## src/hdl/intc_pkg.sv

```systemverilog
// Constants, types and states shared by the interrupt controller.
// Assumes a byte-wide CPU memory port and a 32-bit Avalon-MM slave.
package intc_pkg;

  // ----------------------------------------------------------------
  // Vector table
  // ----------------------------------------------------------------
  localparam int          NUM_VEC       = 32;
  localparam logic [15:0] VEC_TOP       = 16'hFFFE;
  localparam logic [4:0]  VEC_RESET     = 5'h00;
  localparam logic [4:0]  VEC_SWI       = 5'h01;
  localparam logic [4:0]  VEC_EXT       = 5'h02;
  // Vectors 3..29 carry peripherals; 8, 13 and 14 are reserved
  localparam logic [31:0] VEC_USED_MASK = 32'h3FFF9EF8;
  localparam logic [2:0]  PUSH_LAST     = 3'h4;
  localparam logic [2:0]  FILL_LAST     = 3'h2;

  // ----------------------------------------------------------------
  // Register map and fields
  // ----------------------------------------------------------------
  localparam logic [3:0] REG_EXT_CTRL = 4'h0;
  localparam logic [3:0] REG_GMASK    = 4'h4;
  localparam logic [3:0] REG_STATUS   = 4'h8;
  localparam int         F_PIN_EN     = 0;
  localparam int         F_POL        = 1;
  localparam int         F_LEVEL      = 2;
  localparam int         F_PULL_DIS   = 3;
  localparam int         F_INT_EN     = 4;
  localparam int         F_FLAG       = 5;
  localparam int         F_ACK        = 6;
  localparam logic [4:0] EXT_CFG_RST  = 5'h00;
  localparam logic       GMASK_RST    = 1'b1;

  // ----------------------------------------------------------------
  // Types
  // ----------------------------------------------------------------
  typedef struct packed {
    logic [15:0] pc;
    logic [15:0] sp;
    logic [7:0]  x;
    logic [7:0]  a;
    logic [7:0]  condition_code_reg;
  } cpu_ctx_t;

  typedef struct packed {
    logic int_en;
    logic pull_dis;
    logic level;
    logic pol;
    logic pin_en;
  } ext_cfg_t;

  typedef enum logic [2:0] {
    S_RST_HI, S_RST_LO, S_IDLE, S_PUSH, S_VEC_HI, S_VEC_LO, S_FILL, S_POP
  } seq_state_t;

endpackage : intc_pkg

```

## src/hdl/ext_pin_detect.sv

```systemverilog
// External interrupt pin: synchroniser, edge/level flag, pulls, wake.
// Assumes the pin is asynchronous to clk; rst_n is already synchronised.
`timescale 1ns/1ps
module ext_pin_detect
  import intc_pkg::*;
(
  input  wire logic     clk,
  input  wire logic     rst_n,
  input  wire logic     pin_raw,
  input  wire ext_cfg_t cfg,
  input  wire logic     flag_clr,
  input  wire logic     stop_mode,
  output logic          flag,
  output logic          request,
  output logic          wake,
  output logic          pull_up_en,
  output logic          pull_dn_en
);

  logic sync1_reg;
  logic sync2_reg;
  logic prev_reg;
  logic flag_reg;
  logic flag_next;
  logic asserted;
  logic set_evt;

  // ----------------------------------------------------------------
  // Synchroniser and detection
  // ----------------------------------------------------------------
  always_ff @(posedge clk or negedge rst_n) begin
    if (!rst_n) begin
      sync1_reg <= 1'b0;
      sync2_reg <= 1'b0;
    end else begin
      sync1_reg <= pin_raw;
      sync2_reg <= sync1_reg;
    end
  end

  // Disabled pin never counts as asserted
  assign asserted = cfg.pin_en & (sync2_reg ~^ cfg.pol);
  assign set_evt  = asserted & ~prev_reg;

  always_ff @(posedge clk or negedge rst_n) begin
    if (!rst_n) prev_reg <= 1'b0;
    else        prev_reg <= asserted;
  end

  // Set beats clear; level mode holds the flag while asserted
  always_comb begin
    flag_next = set_evt | (flag_reg & ~flag_clr);
    if (cfg.level && asserted && flag_reg) flag_next = 1'b1;
  end

  always_ff @(posedge clk or negedge rst_n) begin
    if (!rst_n) flag_reg <= 1'b0;
    else        flag_reg <= flag_next;
  end

  assign flag       = flag_reg;
  assign request    = flag_reg & cfg.int_en;
  // Unclocked path, usable with clocks stopped
  assign wake       = stop_mode & cfg.pin_en & (pin_raw ~^ cfg.pol);
  assign pull_up_en = cfg.pin_en & ~cfg.pull_dis & ~cfg.pol;
  assign pull_dn_en = cfg.pin_en & ~cfg.pull_dis & cfg.pol;
endmodule : ext_pin_detect

```

## src/hdl/vector_select.sv

```systemverilog
// Per-vector request gating and fixed-priority vector choice.
// Assumes flag and enable inputs are on clk; SRC_PER_VEC bits per vector.
`timescale 1ns/1ps
module vector_select
  import intc_pkg::*;
#(
  parameter int SRC_PER_VEC = 8
) (
  input  wire logic                           clk,
  input  wire logic                           rst_n,
  input  wire logic [NUM_VEC*SRC_PER_VEC-1:0] src_flag,
  input  wire logic [NUM_VEC*SRC_PER_VEC-1:0] src_enable,
  input  wire logic                           ext_req,
  output logic                                found,
  output logic [4:0]                          vec
);

  logic [NUM_VEC-1:0] req;
  logic               any;
  logic [4:0]         pick;

  generate
    if (SRC_PER_VEC < 1) begin : g_bad
      $error("SRC_PER_VEC must be at least 1");
    end
    for (genvar v = 0; v < NUM_VEC; v++) begin : g_vec
      if (v == VEC_EXT) begin : g_ext
        assign req[v] = ext_req;
      end else begin : g_src
        // OR of locally enabled flags sharing this vector
        assign req[v] = VEC_USED_MASK[v] &
          |(src_flag[v*SRC_PER_VEC +: SRC_PER_VEC] & src_enable[v*SRC_PER_VEC +: SRC_PER_VEC]);
      end
    end
  endgenerate

  // Lowest vector number wins
  always_comb begin
    any  = 1'b0;
    pick = 5'h00;
    for (int i = NUM_VEC - 1; i >= 0; i--) begin
      if (req[i]) begin
        any  = 1'b1;
        pick = 5'(i);
      end
    end
  end

  always_ff @(posedge clk or negedge rst_n) begin
    if (!rst_n) begin
      found <= 1'b0;
      vec   <= 5'h00;
    end else begin
      found <= any;
      vec   <= pick;
    end
  end

endmodule : vector_select

```

## src/hdl/intc_top.sv

```systemverilog
// Interrupt controller: external pin, vector choice, stack sequencer.
// Assumes a byte memory that holds mem_ack high for one cycle per access.
//
// The register offsets and the Avalon-MM register port were decided locally.
`timescale 1ns/1ps
module intc_top
  import intc_pkg::*;
#(
  parameter int SRC_PER_VEC = 8,
  parameter int I_BIT_POS   = 3
) (
  input  wire logic                           clk,
  input  wire logic                           arst_n,
  input  wire logic [3:0]                     avs_address,
  input  wire logic                           avs_read,
  input  wire logic                           avs_write,
  input  wire logic [31:0]                    avs_writedata,
  output logic      [31:0]                    avs_readdata,
  output logic                                avs_waitrequest,
  input  wire logic                           irq_pin,
  input  wire logic                           stop_mode,
  output logic                                wake_req,
  output logic                                pull_up_en,
  output logic                                pull_dn_en,
  input  wire logic [NUM_VEC*SRC_PER_VEC-1:0] src_flag,
  input  wire logic [NUM_VEC*SRC_PER_VEC-1:0] src_enable,
  input  wire cpu_ctx_t                       cpu_ctx_in,
  input  wire logic                           insn_done,
  input  wire logic                           swi_exec,
  input  wire logic                           rti_exec,
  output logic                                mem_req,
  output logic                                mem_we,
  output logic      [15:0]                    mem_addr,
  output logic      [7:0]                     mem_wdata,
  input  wire logic [7:0]                     mem_rdata,
  input  wire logic                           mem_ack,
  output cpu_ctx_t                            ctx_out,
  output logic                                ctx_load,
  output logic      [7:0]                     queue_byte,
  output logic                                queue_valid,
  output logic                                seq_busy,
  output logic                                global_mask
);

  generate
    if (I_BIT_POS < 0 || I_BIT_POS > 7) begin : g_bad
      $error("I_BIT_POS must select a bit of the CONDITION_CODE_REG");
    end
  endgenerate

  // ----------------------------------------------------------------
  // Reset release
  // ----------------------------------------------------------------
  logic rst_s1_reg;
  logic rst_n;

  always_ff @(posedge clk or negedge arst_n) begin
    if (!arst_n) begin
      rst_s1_reg <= 1'b0;
      rst_n      <= 1'b0;
    end else begin
      rst_s1_reg <= 1'b1;
      rst_n      <= rst_s1_reg;
    end
  end

  // ----------------------------------------------------------------
  // Declarations
  // ----------------------------------------------------------------
  ext_cfg_t   cfg_reg;
  logic       i_mask_reg;
  logic       ack_reg;
  logic       wr_en;
  logic       flag_clr;
  logic       ext_flag;
  logic       ext_req;
  logic       irq_found;
  logic [4:0] irq_vec;
  seq_state_t state_reg;
  logic [2:0] cnt_reg;
  cpu_ctx_t   work_reg;
  logic [4:0] vec_reg;
  logic [15:0] sp_entry_reg;
  logic       take_irq;
  logic       take_swi;
  logic       take_rti;
  logic       push_done;
  logic [15:0] vec_addr;

  // ----------------------------------------------------------------
  // Avalon-MM slave
  // ----------------------------------------------------------------
  // One wait state: request seen, then answered
  assign avs_waitrequest = (avs_read | avs_write) & ~ack_reg;
  assign wr_en           = avs_write & ack_reg;
  assign flag_clr        = wr_en & (avs_address == REG_EXT_CTRL) & avs_writedata[F_ACK];

  always_ff @(posedge clk or negedge rst_n) begin
    if (!rst_n) ack_reg <= 1'b0;
    else        ack_reg <= (avs_read | avs_write) & ~ack_reg;
  end

  always_ff @(posedge clk or negedge rst_n) begin
    if (!rst_n) begin
      cfg_reg <= EXT_CFG_RST;
    end else if (wr_en && avs_address == REG_EXT_CTRL) begin
      cfg_reg <= avs_writedata[F_INT_EN:F_PIN_EN];
    end
  end

  always_ff @(posedge clk or negedge rst_n) begin
    if (!rst_n) begin
      avs_readdata <= 32'h0000_0000;
    end else if (avs_read && !ack_reg) begin
      case (avs_address)
        REG_EXT_CTRL: avs_readdata <= {26'h0, ext_flag, cfg_reg};
        REG_GMASK:    avs_readdata <= {31'h0, i_mask_reg};
        REG_STATUS:   avs_readdata <= {15'h0, irq_found, 3'h0, vec_reg, 7'h0, seq_busy};
        default:      avs_readdata <= 32'h0000_0000;
      endcase
    end
  end

  // ----------------------------------------------------------------
  // External pin and source gating
  // ----------------------------------------------------------------
  ext_pin_detect u_ext (
    .clk        (clk),
    .rst_n      (rst_n),
    .pin_raw    (irq_pin),
    .cfg        (cfg_reg),
    .flag_clr   (flag_clr),
    .stop_mode  (stop_mode),
    .flag       (ext_flag),
    .request    (ext_req),
    .wake       (wake_req),
    .pull_up_en (pull_up_en),
    .pull_dn_en (pull_dn_en)
  );

  vector_select #(
    .SRC_PER_VEC (SRC_PER_VEC)
  ) u_sel (
    .clk        (clk),
    .rst_n      (rst_n),
    .src_flag   (src_flag),
    .src_enable (src_enable),
    .ext_req    (ext_req),
    .found      (irq_found),
    .vec        (irq_vec)
  );

  // ----------------------------------------------------------------
  // Global mask
  // ----------------------------------------------------------------
  assign push_done = (state_reg == S_PUSH) && (cnt_reg == PUSH_LAST) && mem_ack;

  always_ff @(posedge clk or negedge rst_n) begin
    if (!rst_n) begin
      i_mask_reg <= GMASK_RST;
    end else if (push_done) begin
      i_mask_reg <= 1'b1;
    end else if (state_reg == S_POP && cnt_reg == 3'h0 && mem_ack) begin
      i_mask_reg <= mem_rdata[I_BIT_POS];
    end else if (wr_en && avs_address == REG_GMASK) begin
      i_mask_reg <= avs_writedata[0];
    end
  end

  assign global_mask = i_mask_reg;

  // ----------------------------------------------------------------
  // Stacking sequencer
  // ----------------------------------------------------------------
  // Instruction boundary gates every entry
  assign take_rti = insn_done & rti_exec;
  assign take_swi = insn_done & swi_exec & ~rti_exec;
  assign take_irq = insn_done & ~rti_exec & ~swi_exec & irq_found & ~i_mask_reg;
  assign vec_addr = VEC_TOP - {10'h000, vec_reg, 1'b0};

  always_ff @(posedge clk or negedge rst_n) begin
    if (!rst_n) begin
      state_reg <= S_RST_HI;
      cnt_reg   <= 3'h0;
      vec_reg   <= VEC_RESET;
    end else begin
      case (state_reg)
        S_RST_HI: if (mem_ack) state_reg <= S_RST_LO;
        S_RST_LO: if (mem_ack) begin
          state_reg <= S_FILL;
          cnt_reg   <= 3'h0;
        end
        S_IDLE: begin
          cnt_reg <= 3'h0;
          if (take_rti) begin
            state_reg <= S_POP;
          end else if (take_swi) begin
            state_reg <= S_PUSH;
            vec_reg   <= VEC_SWI;
          end else if (take_irq) begin
            state_reg <= S_PUSH;
            vec_reg   <= irq_vec;
          end
        end
        S_PUSH: if (mem_ack) begin
          cnt_reg <= cnt_reg + 3'h1;
          if (cnt_reg == PUSH_LAST) begin
            state_reg <= S_VEC_HI;
            cnt_reg   <= 3'h0;
          end
        end
        S_VEC_HI: if (mem_ack) state_reg <= S_VEC_LO;
        S_VEC_LO: if (mem_ack) begin
          state_reg <= S_FILL;
          cnt_reg   <= 3'h0;
        end
        S_FILL: if (mem_ack) begin
          cnt_reg <= cnt_reg + 3'h1;
          if (cnt_reg == FILL_LAST) begin
            state_reg <= S_IDLE;
            cnt_reg   <= 3'h0;
          end
        end
        S_POP: if (mem_ack) begin
          cnt_reg <= cnt_reg + 3'h1;
          if (cnt_reg == PUSH_LAST) begin
            state_reg <= S_FILL;
            cnt_reg   <= 3'h0;
          end
        end
        default: state_reg <= S_IDLE;
      endcase
    end
  end

  // Context under construction
  always_ff @(posedge clk or negedge rst_n) begin
    if (!rst_n) begin
      work_reg     <= '0;
      sp_entry_reg <= 16'h0000;
    end else begin
      case (state_reg)
        S_IDLE: if (take_rti || take_swi || take_irq) begin
          work_reg     <= cpu_ctx_in;
          sp_entry_reg <= cpu_ctx_in.sp;
        end
        S_RST_HI: if (mem_ack) work_reg.pc[15:8] <= mem_rdata;
        S_RST_LO: if (mem_ack) work_reg.pc[7:0]  <= mem_rdata;
        S_PUSH: if (mem_ack) begin
          work_reg.sp <= work_reg.sp - 16'h0001;
          if (cnt_reg == PUSH_LAST) work_reg.condition_code_reg[I_BIT_POS] <= 1'b1;
        end
        S_VEC_HI: if (mem_ack) work_reg.pc[15:8] <= mem_rdata;
        S_VEC_LO: if (mem_ack) work_reg.pc[7:0]  <= mem_rdata;
        S_POP: if (mem_ack) begin
          work_reg.sp <= work_reg.sp + 16'h0001;
          case (cnt_reg)
            3'h0:    work_reg.condition_code_reg       <= mem_rdata;
            3'h1:    work_reg.a         <= mem_rdata;
            3'h2:    work_reg.x         <= mem_rdata;
            3'h3:    work_reg.pc[15:8]  <= mem_rdata;
            default: work_reg.pc[7:0]   <= mem_rdata;
          endcase
        end
        default: work_reg <= work_reg;
      endcase
    end
  end

  // Memory request, held until acknowledged
  always_comb begin
    mem_req   = 1'b1;
    mem_we    = 1'b0;
    mem_addr  = 16'h0000;
    mem_wdata = 8'h00;
    case (state_reg)
      S_RST_HI: mem_addr = VEC_TOP;
      S_RST_LO: mem_addr = VEC_TOP + 16'h0001;
      S_PUSH: begin
        mem_we   = 1'b1;
        mem_addr = work_reg.sp;
        case (cnt_reg)
          3'h0:    mem_wdata = work_reg.pc[7:0];
          3'h1:    mem_wdata = work_reg.pc[15:8];
          3'h2:    mem_wdata = work_reg.x;
          3'h3:    mem_wdata = work_reg.a;
          default: mem_wdata = work_reg.condition_code_reg;
        endcase
      end
      S_VEC_HI: mem_addr = vec_addr;
      S_VEC_LO: mem_addr = vec_addr + 16'h0001;
      S_FILL:   mem_addr = work_reg.pc + {13'h0000, cnt_reg};
      S_POP:    mem_addr = work_reg.sp + 16'h0001;
      default:  mem_req  = 1'b0;
    endcase
  end

  // ----------------------------------------------------------------
  // CPU outputs
  // ----------------------------------------------------------------
  always_ff @(posedge clk or negedge rst_n) begin
    if (!rst_n) begin
      queue_byte  <= 8'h00;
      queue_valid <= 1'b0;
      ctx_load    <= 1'b0;
      ctx_out     <= '0;
    end else begin
      queue_valid <= (state_reg == S_FILL) && mem_ack;
      if (state_reg == S_FILL && mem_ack) queue_byte <= mem_rdata;
      ctx_load <= (state_reg == S_FILL) && mem_ack && (cnt_reg == FILL_LAST);
      if (state_reg == S_FILL && mem_ack && cnt_reg == FILL_LAST) ctx_out <= work_reg;
    end
  end

  assign seq_busy = (state_reg != S_IDLE);
endmodule : intc_top

```

## config.mk

```make
export PLATFORM = sky130hd
export DESIGN_NAME = intc_top
export DESIGN_NICKNAME = d
export VERILOG_FILES = /design/src/hdl/intc_pkg.sv /design/src/hdl/ext_pin_detect.sv /design/src/hdl/vector_select.sv /design/src/hdl/intc_top.sv
export SDC_FILE = /design/constraint.sdc
export NUM_CORES = 1
export LEC_CHECK = 0
export BUFFER_PORTS_ARGS = -buffer_cell sky130_fd_sc_hd__clkbuf_2
export CORE_AREA = 2 2 288 290
export CTS_CLUSTER_SIZE = 20
export DETAILED_ROUTE_END_ITERATION = 10
export DIE_AREA = 0 0 290 292
export GPL_TIMING_DRIVEN = 0
export SLEW_MARGIN = 30
export SYNTH_ARGS = -nofsm -noshare
export SYNTH_HDL_FRONTEND = slang
export SYNTH_SLANG_ARGS = --single-unit
```

## constraint.sdc

```tcl
create_clock -name clk -period 5.2 [get_ports clk]
set_clock_uncertainty 0.1 [all_clocks]
set_input_delay 0.52 -clock clk [delete_from_list [all_inputs] [get_ports clk]]
set_output_delay 0.52 -clock clk [all_outputs]
set_load 0.005 [all_outputs]
```

* After elaboration in Yosys (flattened, before gate mapping)
Cells that the tools add are included.
** Word-level totals
- Flip-flop bits (word level) :: 184
- Word-level logic and storage cells :: 290
** Cells by class
- Add/sub/neg operators :: 6
- Equality and inequality tests :: 32
- Muxes and demuxes :: 98
- Bitwise operators :: 57
- Reduce and logical (&&, ||, !) cells :: 63
** Operator list (number)
- $and 8x8->8 :: 24
- $reduce_or 8->1 :: 24
- $mux 5 :: 27
- $mux 56 :: 2
- $pmux 16 s7 :: 1
- $mux 8 :: 7
- $mux 3 :: 17
- $pmux 17 s3 :: 1
- $pmux 16 s3 :: 1
- $pmux 8 s3 :: 2
- $pmux 20 s2 :: 1
- $mux 1 :: 33
- $pmux 8 s4 :: 1
- $pmux 3 s7 :: 1
- $and 1x1->1 :: 20
- $ne 2x1->1 const B :: 10
- $reduce_and 4->1 :: 5
- $add 16x1->16 const B :: 1
- $add 16x3->16 :: 1
- $mux 16 :: 1
- $sub 16x1->16 const B :: 1
- $eq 3x3->1 const B :: 5
- $ne 2x2->1 const B :: 7
- $eq 3x2->1 const B :: 4
- other kinds (29) :: 59

* Longest topological paths before layout
Gate-level depths: netlist (run 1).
- Word-level depth :: 27
- Gate-level depth with buffers :: 9
- Mapped depth without buffers :: 8

* Cells and area by module
From an unflattened synthesis (run 1), not the netlist that was laid out.
** Unflattened totals
- Cells, all modules :: 1026
- Area, all modules :: 10030.9 sq um
** Modules (own cells, without submodules)
- intc_top :: instances 1, cells each 829, area each 8473.1 sq um, sequential area each 3854.9 sq um
- vector_select :: instances 1, cells each 182, area each 1377.6 sq um, sequential area each 150.1 sq um
- ext_pin_detect :: instances 1, cells each 15, area each 180.2 sq um, sequential area each 100.1 sq um

* Worst setup path before layout (run 1)
Ideal clock, no wire load.
- Path kind :: register -> output
- From :: register work_reg[24] (netlist bit)
- To :: output port mem_addr[14]
- Arrival time :: 1.928 ns
- Data required time :: 4.580 ns
- Setup slack :: 2.652 ns
- Cell stages (with the launch flop) :: 7
- Path buffers :: 0
- Path through :: dfrtp_1 -> ha_1 -> nand3_1 -> nor4_1 -> nand3_1 -> xnor2_1 -> a221o_1
** On the way
- Longest elaborated chain between the ends :: 2
** Ends and longest elaborated chain
- start, declared :: RTL line intc_top.sv:81 : cpu_ctx_t work_reg;
- start signal, assigned :: RTL line intc_top.sv:244 : work_reg <= cpu_ctx_in;
- start signal, assigned :: RTL line intc_top.sv:265 : default: work_reg <= work_reg;
- $add 16x1->16 :: RTL line intc_top.sv:293 : S_POP: mem_addr = work_reg.sp + 16'h0001;
- $pmux 16 s7 :: RTL line intc_top.sv:276 : case (state_reg)
- end, declared :: RTL line intc_top.sv:33 : output logic [15:0] mem_addr,
Every way passes these cells.

* Worst setup path after layout (run 1)
- From :: register cnt_reg[0]
- To :: output port mem_wdata[3]
** On the way
- Longest elaborated chain between the ends :: 3
- Elaborated cells between the ends (all ways) :: 6
- Classes of those cells :: 3 x eq/ne; 2 x mux; 1 x reduce/logical
** Ends and longest elaborated chain
- start, declared :: RTL line intc_top.sv:80 : logic [2:0] cnt_reg;
- start signal, assigned :: RTL line intc_top.sv:206 : cnt_reg <= cnt_reg + 3'h1;
- start signal, assigned :: RTL line intc_top.sv:218 : cnt_reg <= cnt_reg + 3'h1;
- start signal, assigned :: RTL line intc_top.sv:225 : cnt_reg <= cnt_reg + 3'h1;
- $eq 3x2->1, or another cell as far along :: RTL line intc_top.sv:282 : case (cnt_reg)
- $pmux 8 s4 * :: RTL line intc_top.sv:282
- $mux 8 * :: RTL line intc_top.sv:276
- end, declared :: RTL line intc_top.sv:34 : output logic [7:0] mem_wdata,
Mark *: on every way between the ends. The rest lies on a longest branch, timed or not.

==> results.rst, run 1 <==
.. list-table::
   :header-rows: 1

   * - Metric
     - Value
   * - Status
     - completed
   * - Share of post-route cells with drive strength above 1
     - ~44%
   * - Final-report hold violation count
     - 0
   * - Post-DR vias/cell
     - about 4.3
   * - Maximum number of pins on one net before global-route repair
     - 45
   * - Drt total wl
     - about 86,000 µm
   * - Worst-path fanout max
     - 10
   * - Area of all sequential standard cells
     - roughly 4100 µm²
   * - Number of standard-cell rows in the floorplan
     - between 100 and 150
   * - Area share of fa/ha/maj cells after synthesis
     - 1.486%
   * - Post-placement cell count
     - 2,712
   * - Maximum level of the CTS H-tree
     - 4
   * - Post-layout min period
     - around 3700 ps
   * - Starting density of the core
     - 11.97%
   * - Port Buffer Count
     - 577
   * - DP Wirelength
     - approximately 78,000 µm
   * - Post-CTS setup-driven buffer insertion count
     - 0
   * - PD cells
     - approximately 520 nW/µm²
   * - Total iterations of the first detailed-routing run
     - 7
   * - Top-Level Pins
     - 752
   * - Dominant combinational cell family by area after synthesis
     - compound AO/OA/AOI/OAI gates
   * - Worst setup SP type
     - flip-flop
   * - Synth top area share
     - between 40% and 50%
   * - Area of the die
     - about 85,000 µm²
   * - Transition at the pin with the smallest max-transition slack
     - just under 1000 ps
   * - Least setup slack across all paths after layout
     - between 1000 and 1500 ps
   * - Dominant cell by count in the synthesized netlist
     - dfrtp_1
   * - Unrepaired setup endpoints after global routing
     - false
   * - Total via count in the routed design
     - approximately 12k
   * - Fraction of power spent switching nets
     - around 47%
   * - RR Endpoint
     - ctx_out[2]
   * - Remaining routing DRC violations
     - 0
   * - Flop and latch count out of synthesis
     - between 150 and 200
   * - Top sig layer
     - met5
   * - TritonCTS clock tree
     - built
   * - Number of violations of the max-capacitance limit
     - 0
   * - Iteration-0 DRC Markers
     - between 900 and 1k
   * - Resized Gates After CTS
     - 0
   * - Post-synthesis average cell area
     - 9.381 µm²
   * - CTS max path bufs
     - 2
   * - Horiz. Die Dim
     - 290 µm
   * - Critical Path End
     - mem_wdata[3]
   * - Worst-case vdd ir drop
     - 260.9 µV
   * - Tcrit/Tclk final
     - 71.36%
   * - Synth area leader
     - dfrtp_1
   * - Worst reg2reg path startpoint
     - state_reg[2]
   * - Filler Cells Inserted
     - 9,224
   * - Area used by multi-input combinational logic
     - 5279 µm²
   * - Total Negative Setup Slacks
     - 0 ps
   * - Setup slack on the worst flop-to-flop path
     - around 2100 ps
   * - P_sw
     - 3.608 mW
   * - Average wire per standard cell
     - 30.93 µm
   * - Worst Setup Slack post-DPL
     - just over 2000 ps
   * - Launch point of the worst path
     - cnt_reg[0]
   * - Synth Area in Simple Gates
     - about 16%
   * - Count of pins over their slew limit
     - 0
   * - Amount of wire on met3 after detailed routing
     - roughly 12,000 µm
   * - Area fraction in compound gates after synthesis
     - between 20 and 25%
   * - Worst-Skew Late Latency
     - ~450 ps
   * - Number of buffers created by CTS
     - 17
   * - Post-synth EDFFs
     - 0
   * - Clock-pin slew on the worst setup and hold paths
     - 80 ps
   * - Max-slew headroom
     - between 30% and 40%
   * - Fmax
     - ~270 MHz
   * - Synth warn
     - 0
   * - Length of routed met2 wiring
     - 39,480 µm
   * - Global route total overflow
     - 0
   * - Master cell of the clock root buffer
     - clkbuf_16
   * - Number of global-route vias before repair
     - about 12k
   * - Worst Setup End Kind
     - primary output
   * - CTS Hold Buffers Added
     - 1
   * - GRT Resource Usage Total
     - 19.84%
   * - Synth-to-layout area growth
     - 52.63%
   * - Final setup vio count
     - 0
   * - Total core area
     - 81,580 µm²
   * - Total power
     - 7.680 mW
   * - Final weighted congestion of routability-driven global placement
     - just over 0.9
   * - Sum of routed wire segments on met1
     - 31,810 µm
   * - Worst EP arrival
     - just over 3000 ps
   * - Final standard cell count with taps included and fillers excluded
     - between 2k and 3k
   * - Clock power frac
     - about 17%
   * - Internal power
     - 4.072 mW
   * - Setup CP Type
     - flip-flop to primary output
   * - Final antenna-violating net count
     - 0
   * - Xor and xnor area share after synthesis
     - 2.332%
   * - Static leakage
     - 6.917 nW
   * - Number of nets in the final layout
     - 2,295
   * - Synth async-reset ratio
     - 100.0%
   * - Fraction of power consumed by sequential logic
     - between 20 and 30%
   * - WHS
     - a little over 20 ps
   * - Share of synthesized area occupied by flip-flops and latches
     - a little over two fifths
   * - Depth of the most critical reg-to-reg path
     - 8
   * - Number of distinct standard cells referenced by the synthesized netlist
     - 70
   * - Required time of the critical path
     - between 4000 and 5000 ps
   * - Chip height
     - between 200 and 300 µm
   * - Combinational fraction of design power
     - ~53%
   * - Hold/Removal Path Class
     - flip-flop to async pin
   * - Syn Inst Count
     - between 1k and 1.5k
   * - Post-synth top cells
     - dfrtp_1, a21oi_1, nor2_1
   * - Most used DFF post-synth
     - dfrtp_1
   * - Antenna violations before repair
     - 165
   * - Multiplexer fraction of the synthesized cell area
     - a little over a tenth
   * - Wire length of the first global-routing pass
     - 110,700 µm
   * - Number of sinks handled by clock tree synthesis
     - 164
   * - Cells taking the most area after synthesis
     - dfrtp_1, mux2_2, a22oi_1, a21oi_1, nor2_1
   * - Post-Synthesis Cell Area
     - 9766 µm²
[area by class of cell]
| class | count | area share, % |
|---|---|---|
| Clock buffer | 20 | 3.064 |
| Tap cell | 1070 | 8.982 |
| Timing Repair Buffer | 583 | 20.16 |
| Inverter | 15 | 0.3777 |
| Multi-Input combinational cell | 800 | 35.42 |
| Antenna cell | 40 | 0.6715 |
| Sequential cell | 164 | 27.57 |
| Buffer | 81 | 2.787 |
| Clock inverter | 12 | 0.9737 |
[per-stage QoR]
step / cell area, µm² / utilization, %
finish: 14910 / 18.27
global route: 14820 / 18.17
detailed placement: 14190 / 17.39
global placement: 14060 / 17.24
CTS: 14800 / 18.14
floorplan: 9837 / -
[worst max-delay path, stage by stage (launching register included)]
cell and delay (ps):
dfrtp_1 460, inv_1 90, ha_1 210, clkbuf_1 230
or3_1 400, a21oi_1 690, a221oi_1 170, nor2_1 230
clkbuf_2 160
[power by group through the flow]
stage | Sequential (mW) | Combinational [mW] | Clock, mW
global placement | 2.32 | 3.95 | 0
global route | 2.35 | 4.42 | 1.40
detailed placement | 2.31 | 4.02 | 0
finish | 2.29 | 4.06 | 1.33
CTS | 2.29 | 4.04 | 1.35
floorplan | 2.17 | 2.18 | 0
[routing by layer]
layer  global-route usage (%)  vias to the layer above
met4                    2.744                       92
li1                         -                     5197
met2                    33.60                      799
met3                    12.43                      267
met5                        0                        -
met1                    21.35                     5689
[logic make-up after synthesis]
logic type      count (synthesis)
compound gates                340
other cells                     2
buf+inv                        96
fa+ha+maj                      11
mux                            94
xor+xnor                       26
flops                         164
simple gates                  308
[how the worst min path moves through the flow]
| stage | from | endpoint | slack [ps] | cells past startpoint |
|---|---|---|---|---|
| floorplan | arst_n | rst_n | 120 | 0 |
| global placement | arst_n | rst_n | 210 | 1 |
| detailed placement | rst_n | queue_byte[0] | 20 | 0 |
| CTS | rst_n | queue_byte[0] | 20 | 0 |
| global route | rst_n | queue_byte[7] | 30 | 0 |
| finish | rst_n | queue_byte[0] | 20 | 0 |
[placed cells by master (no fill, tap or decap), types with 12 or more instances in the layout]
| cell type | instances |
|---|---|
| clkbuf_2 | 579 |
| dfrtp_1 | 162 |
| a21oi_1 | 117 |
| nor2_1 | 101 |
| a22oi_1 | 97 |
| mux2_2 | 72 |
| nand2_1 | 63 |
| diode_2 | 40 |
| clkbuf_1 | 38 |
| o21ai_0 | 30 |
| nand4_1 | 28 |
| nand3_1 | 23 |
| buf_4 | 23 |
| mux2i_1 | 22 |
| conb_1 | 21 |
| clkbuf_16 | 17 |
| buf_2 | 13 |
| inv_1 | 13 |
| xor2_1 | 13 |
| a22o_1 | 13 |
| xnor2_1 | 13 |
| o22ai_1 | 12 |
Note: power is estimated with default switching activity, not from simulation.
==> run 2, diff against run 1 <==
Settings changed: CORE_AREA 2 2 288 290 to 2 2 291 293, DIE_AREA 0 0 290 292 to 0 0 293 295.
Clock period 5.2 ns to 3.9 ns, I/O delays scaled along.
==> results.rst, run 2 (synthesis results as in run 1) <==
.. list-table::
   :header-rows: 1

   * - Metric
     - Value
   * - Post-DR vias/cell
     - 4.286
   * - Worst Setup Slack post-DPL
     - 818.7 ps
   * - Leading cell types in the layout, fill and taps excluded
     - clkbuf_2, dfrtp_1, a21oi_1, nor2_1, a22oi_1
   * - Critical-path cell with the highest stage delay
     - a21oi_1
   * - Resized Gates After CTS
     - 0
   * - Required time of the critical path
     - ~3400 ps
   * - Clock-pin slew on the worst setup and hold paths
     - ~70 ps
   * - Number of sinks handled by clock tree synthesis
     - 164
   * - Starting density of the core
     - between 10% and 20%
   * - Static leakage
     - around 7 nW
   * - Final-report hold violation count
     - 0
   * - Placed cell area
     - 14,180 µm²
   * - Total via count in the routed design
     - 11.95k
   * - Final standard cell count with taps included and fillers excluded
     - 2,787
   * - Commonest non-fill, non-tap cell in the layout
     - clkbuf_2
   * - Number of violations of the max-capacitance limit
     - 0
   * - Least setup slack across all paths after layout
     - about 310 ps
   * - Max-slew headroom
     - around two fifths
   * - Unrepaired setup endpoints after global routing
     - false
   * - Number of buffers created by CTS
     - 17
   * - Worst setup SP type
     - flip-flop
   * - Maximum number of pins on one net before global-route repair
     - 47
   * - Post-layout min period
     - about 3600 ps
   * - Worst EP arrival
     - a little over 3000 ps
   * - Status
     - completed
   * - Number of nets in the final layout
     - 2,295
   * - Drt total wl
     - approximately 88,000 µm
   * - Final std cell area, no fill
     - around 15,000 µm²
   * - Worst-case vdd ir drop
     - 327.8 µV
   * - GRT Resource Usage Total
     - around a fifth
   * - Share of post-route cells with drive strength above 1
     - between 40% and 50%
   * - Antenna violations before repair
     - ~150
   * - Average wire per standard cell
     - around 31 µm
   * - Count of pins over their slew limit
     - 0
   * - Port Buffer Count
     - 577
   * - Wire length of the first global-routing pass
     - approximately 110,000 µm
   * - Total core area
     - 83,160 µm²
   * - Maximum level of the CTS H-tree
     - 4
   * - Final setup vio count
     - 0
   * - Worst Setup End Kind
     - primary output
   * - Horiz. Die Dim
     - 293 µm
   * - Tcrit/Tclk final
     - ~92%
   * - Worst path buffer plus inverter count
     - 3
   * - PD cells
     - slightly below 700 nW/µm²
   * - Worst-Skew Late Latency
     - about 470 ps
   * - Transition at the pin with the smallest max-transition slack
     - about 900 ps
   * - Total power
     - between 10 and 15 mW
   * - Fmax
     - between 200 and 300 MHz
   * - Worst-path fanout max
     - 10
   * - Total iterations of the first detailed-routing run
     - 5
   * - TritonCTS clock tree
     - built
   * - Hold/Removal Path Class
     - input pin to flip-flop
   * - Global route total overflow
     - 0
   * - Area of the die
     - 86,440 µm²
   * - Final weighted congestion of routability-driven global placement
     - about 0.99
   * - Iteration-0 DRC Markers
     - about 960
   * - Synth-to-layout area growth
     - 52.25%
   * - CTS max path bufs
     - 2
   * - Worst path top cell family by delay
     - compound AO/OA/AOI/OAI gates
   * - Top-Level Pins
     - approximately 750
   * - Master cell of the clock root buffer
     - clkbuf_16
   * - Chip height
     - 295 µm
   * - Number of standard-cell rows in the floorplan
     - 106
   * - Number of global-route vias before repair
     - 11.52k
   * - Largest stage delay on the critical path
     - 710 ps
   * - Final antenna-violating net count
     - 0
   * - DP Wirelength
     - 79,160 µm
   * - Post-placement cell count
     - 2,721
   * - Fin util
     - between 10% and 20%
   * - Remaining routing DRC violations
     - 0
   * - Setup CP Type
     - flip-flop to primary output
   * - Cell-by-cell listing of the critical path
     - inv_1, ha_1, clkbuf_1, or3_1, a21oi_1, a221oi_1, nor2_1, clkbuf_2
run 2: timing repair:
action | 4_1_cts | 5_1_grt
buffers inserted | 0 | 0
hold buffers | 2 | 0
hold endpoints to repair | 3 | 0
run 2: per-layer routing:
| metal | vias to the layer above | track usage (%) | routed length, µm |
|---|---|---|---|
| li1 | 5201 | - | - |
| met1 | 5644 | 22.24 | 33320 |
| met2 | 754 | 32.60 | 39590 |
| met3 | 251 | 12.47 | 12630 |
| met4 | 96 | 2.339 | 1596 |
| met5 | - | 0 | 646 |
run 2: final cells by class:
cell class	count	area, µm²
timing repair buffer	583	2988
inverter	15	56.30
antenna	32	80.08
sequential	164	4109
clock inverter	12	130.1
clock buffer	20	456.7
multi-input combinational	800	5281
fill	9389	68290
buffer	81	415.4
tap	1080	1351
run 2: worst paths after layout:
kind                                       start       endpoint  slack (ps)  cells past startpoint
worst max-delay path                  cnt_reg[0]   mem_wdata[3]         310                      8
max in group asynchronous                  rst_n    global_mask        2460                      2
min in group asynchronous                 arst_n          rst_n         150                      2
worst min register to register             rst_n  queue_byte[6]         250                      0
worst max register to register      state_reg[2]    ctx_out[50]         810                      8
worst min-delay path            avs_writedata[1]     cfg_reg[1]          60                      2
run 2: per-stage QoR:
stage / hold WS, ps / TNS (ps)
after floorplan: -5.591 / 0
after global placement: 76.54 / -32910
after detailed placement: 79.51 / 0
after CTS: 40.69 / 0
after global routing: 63.62 / 0
final: 60.04 / 0
run 2: power by group:
part | leakage (nW) | switching, mW | total (mW) | internal, mW
Combinational | 4.67 | 3.32 | 5.38 | 2.07
Clock | 0.293 | 0.817 | 1.76 | 0.939
Sequential | 1.95 | 0.649 | 3.07 | 2.42
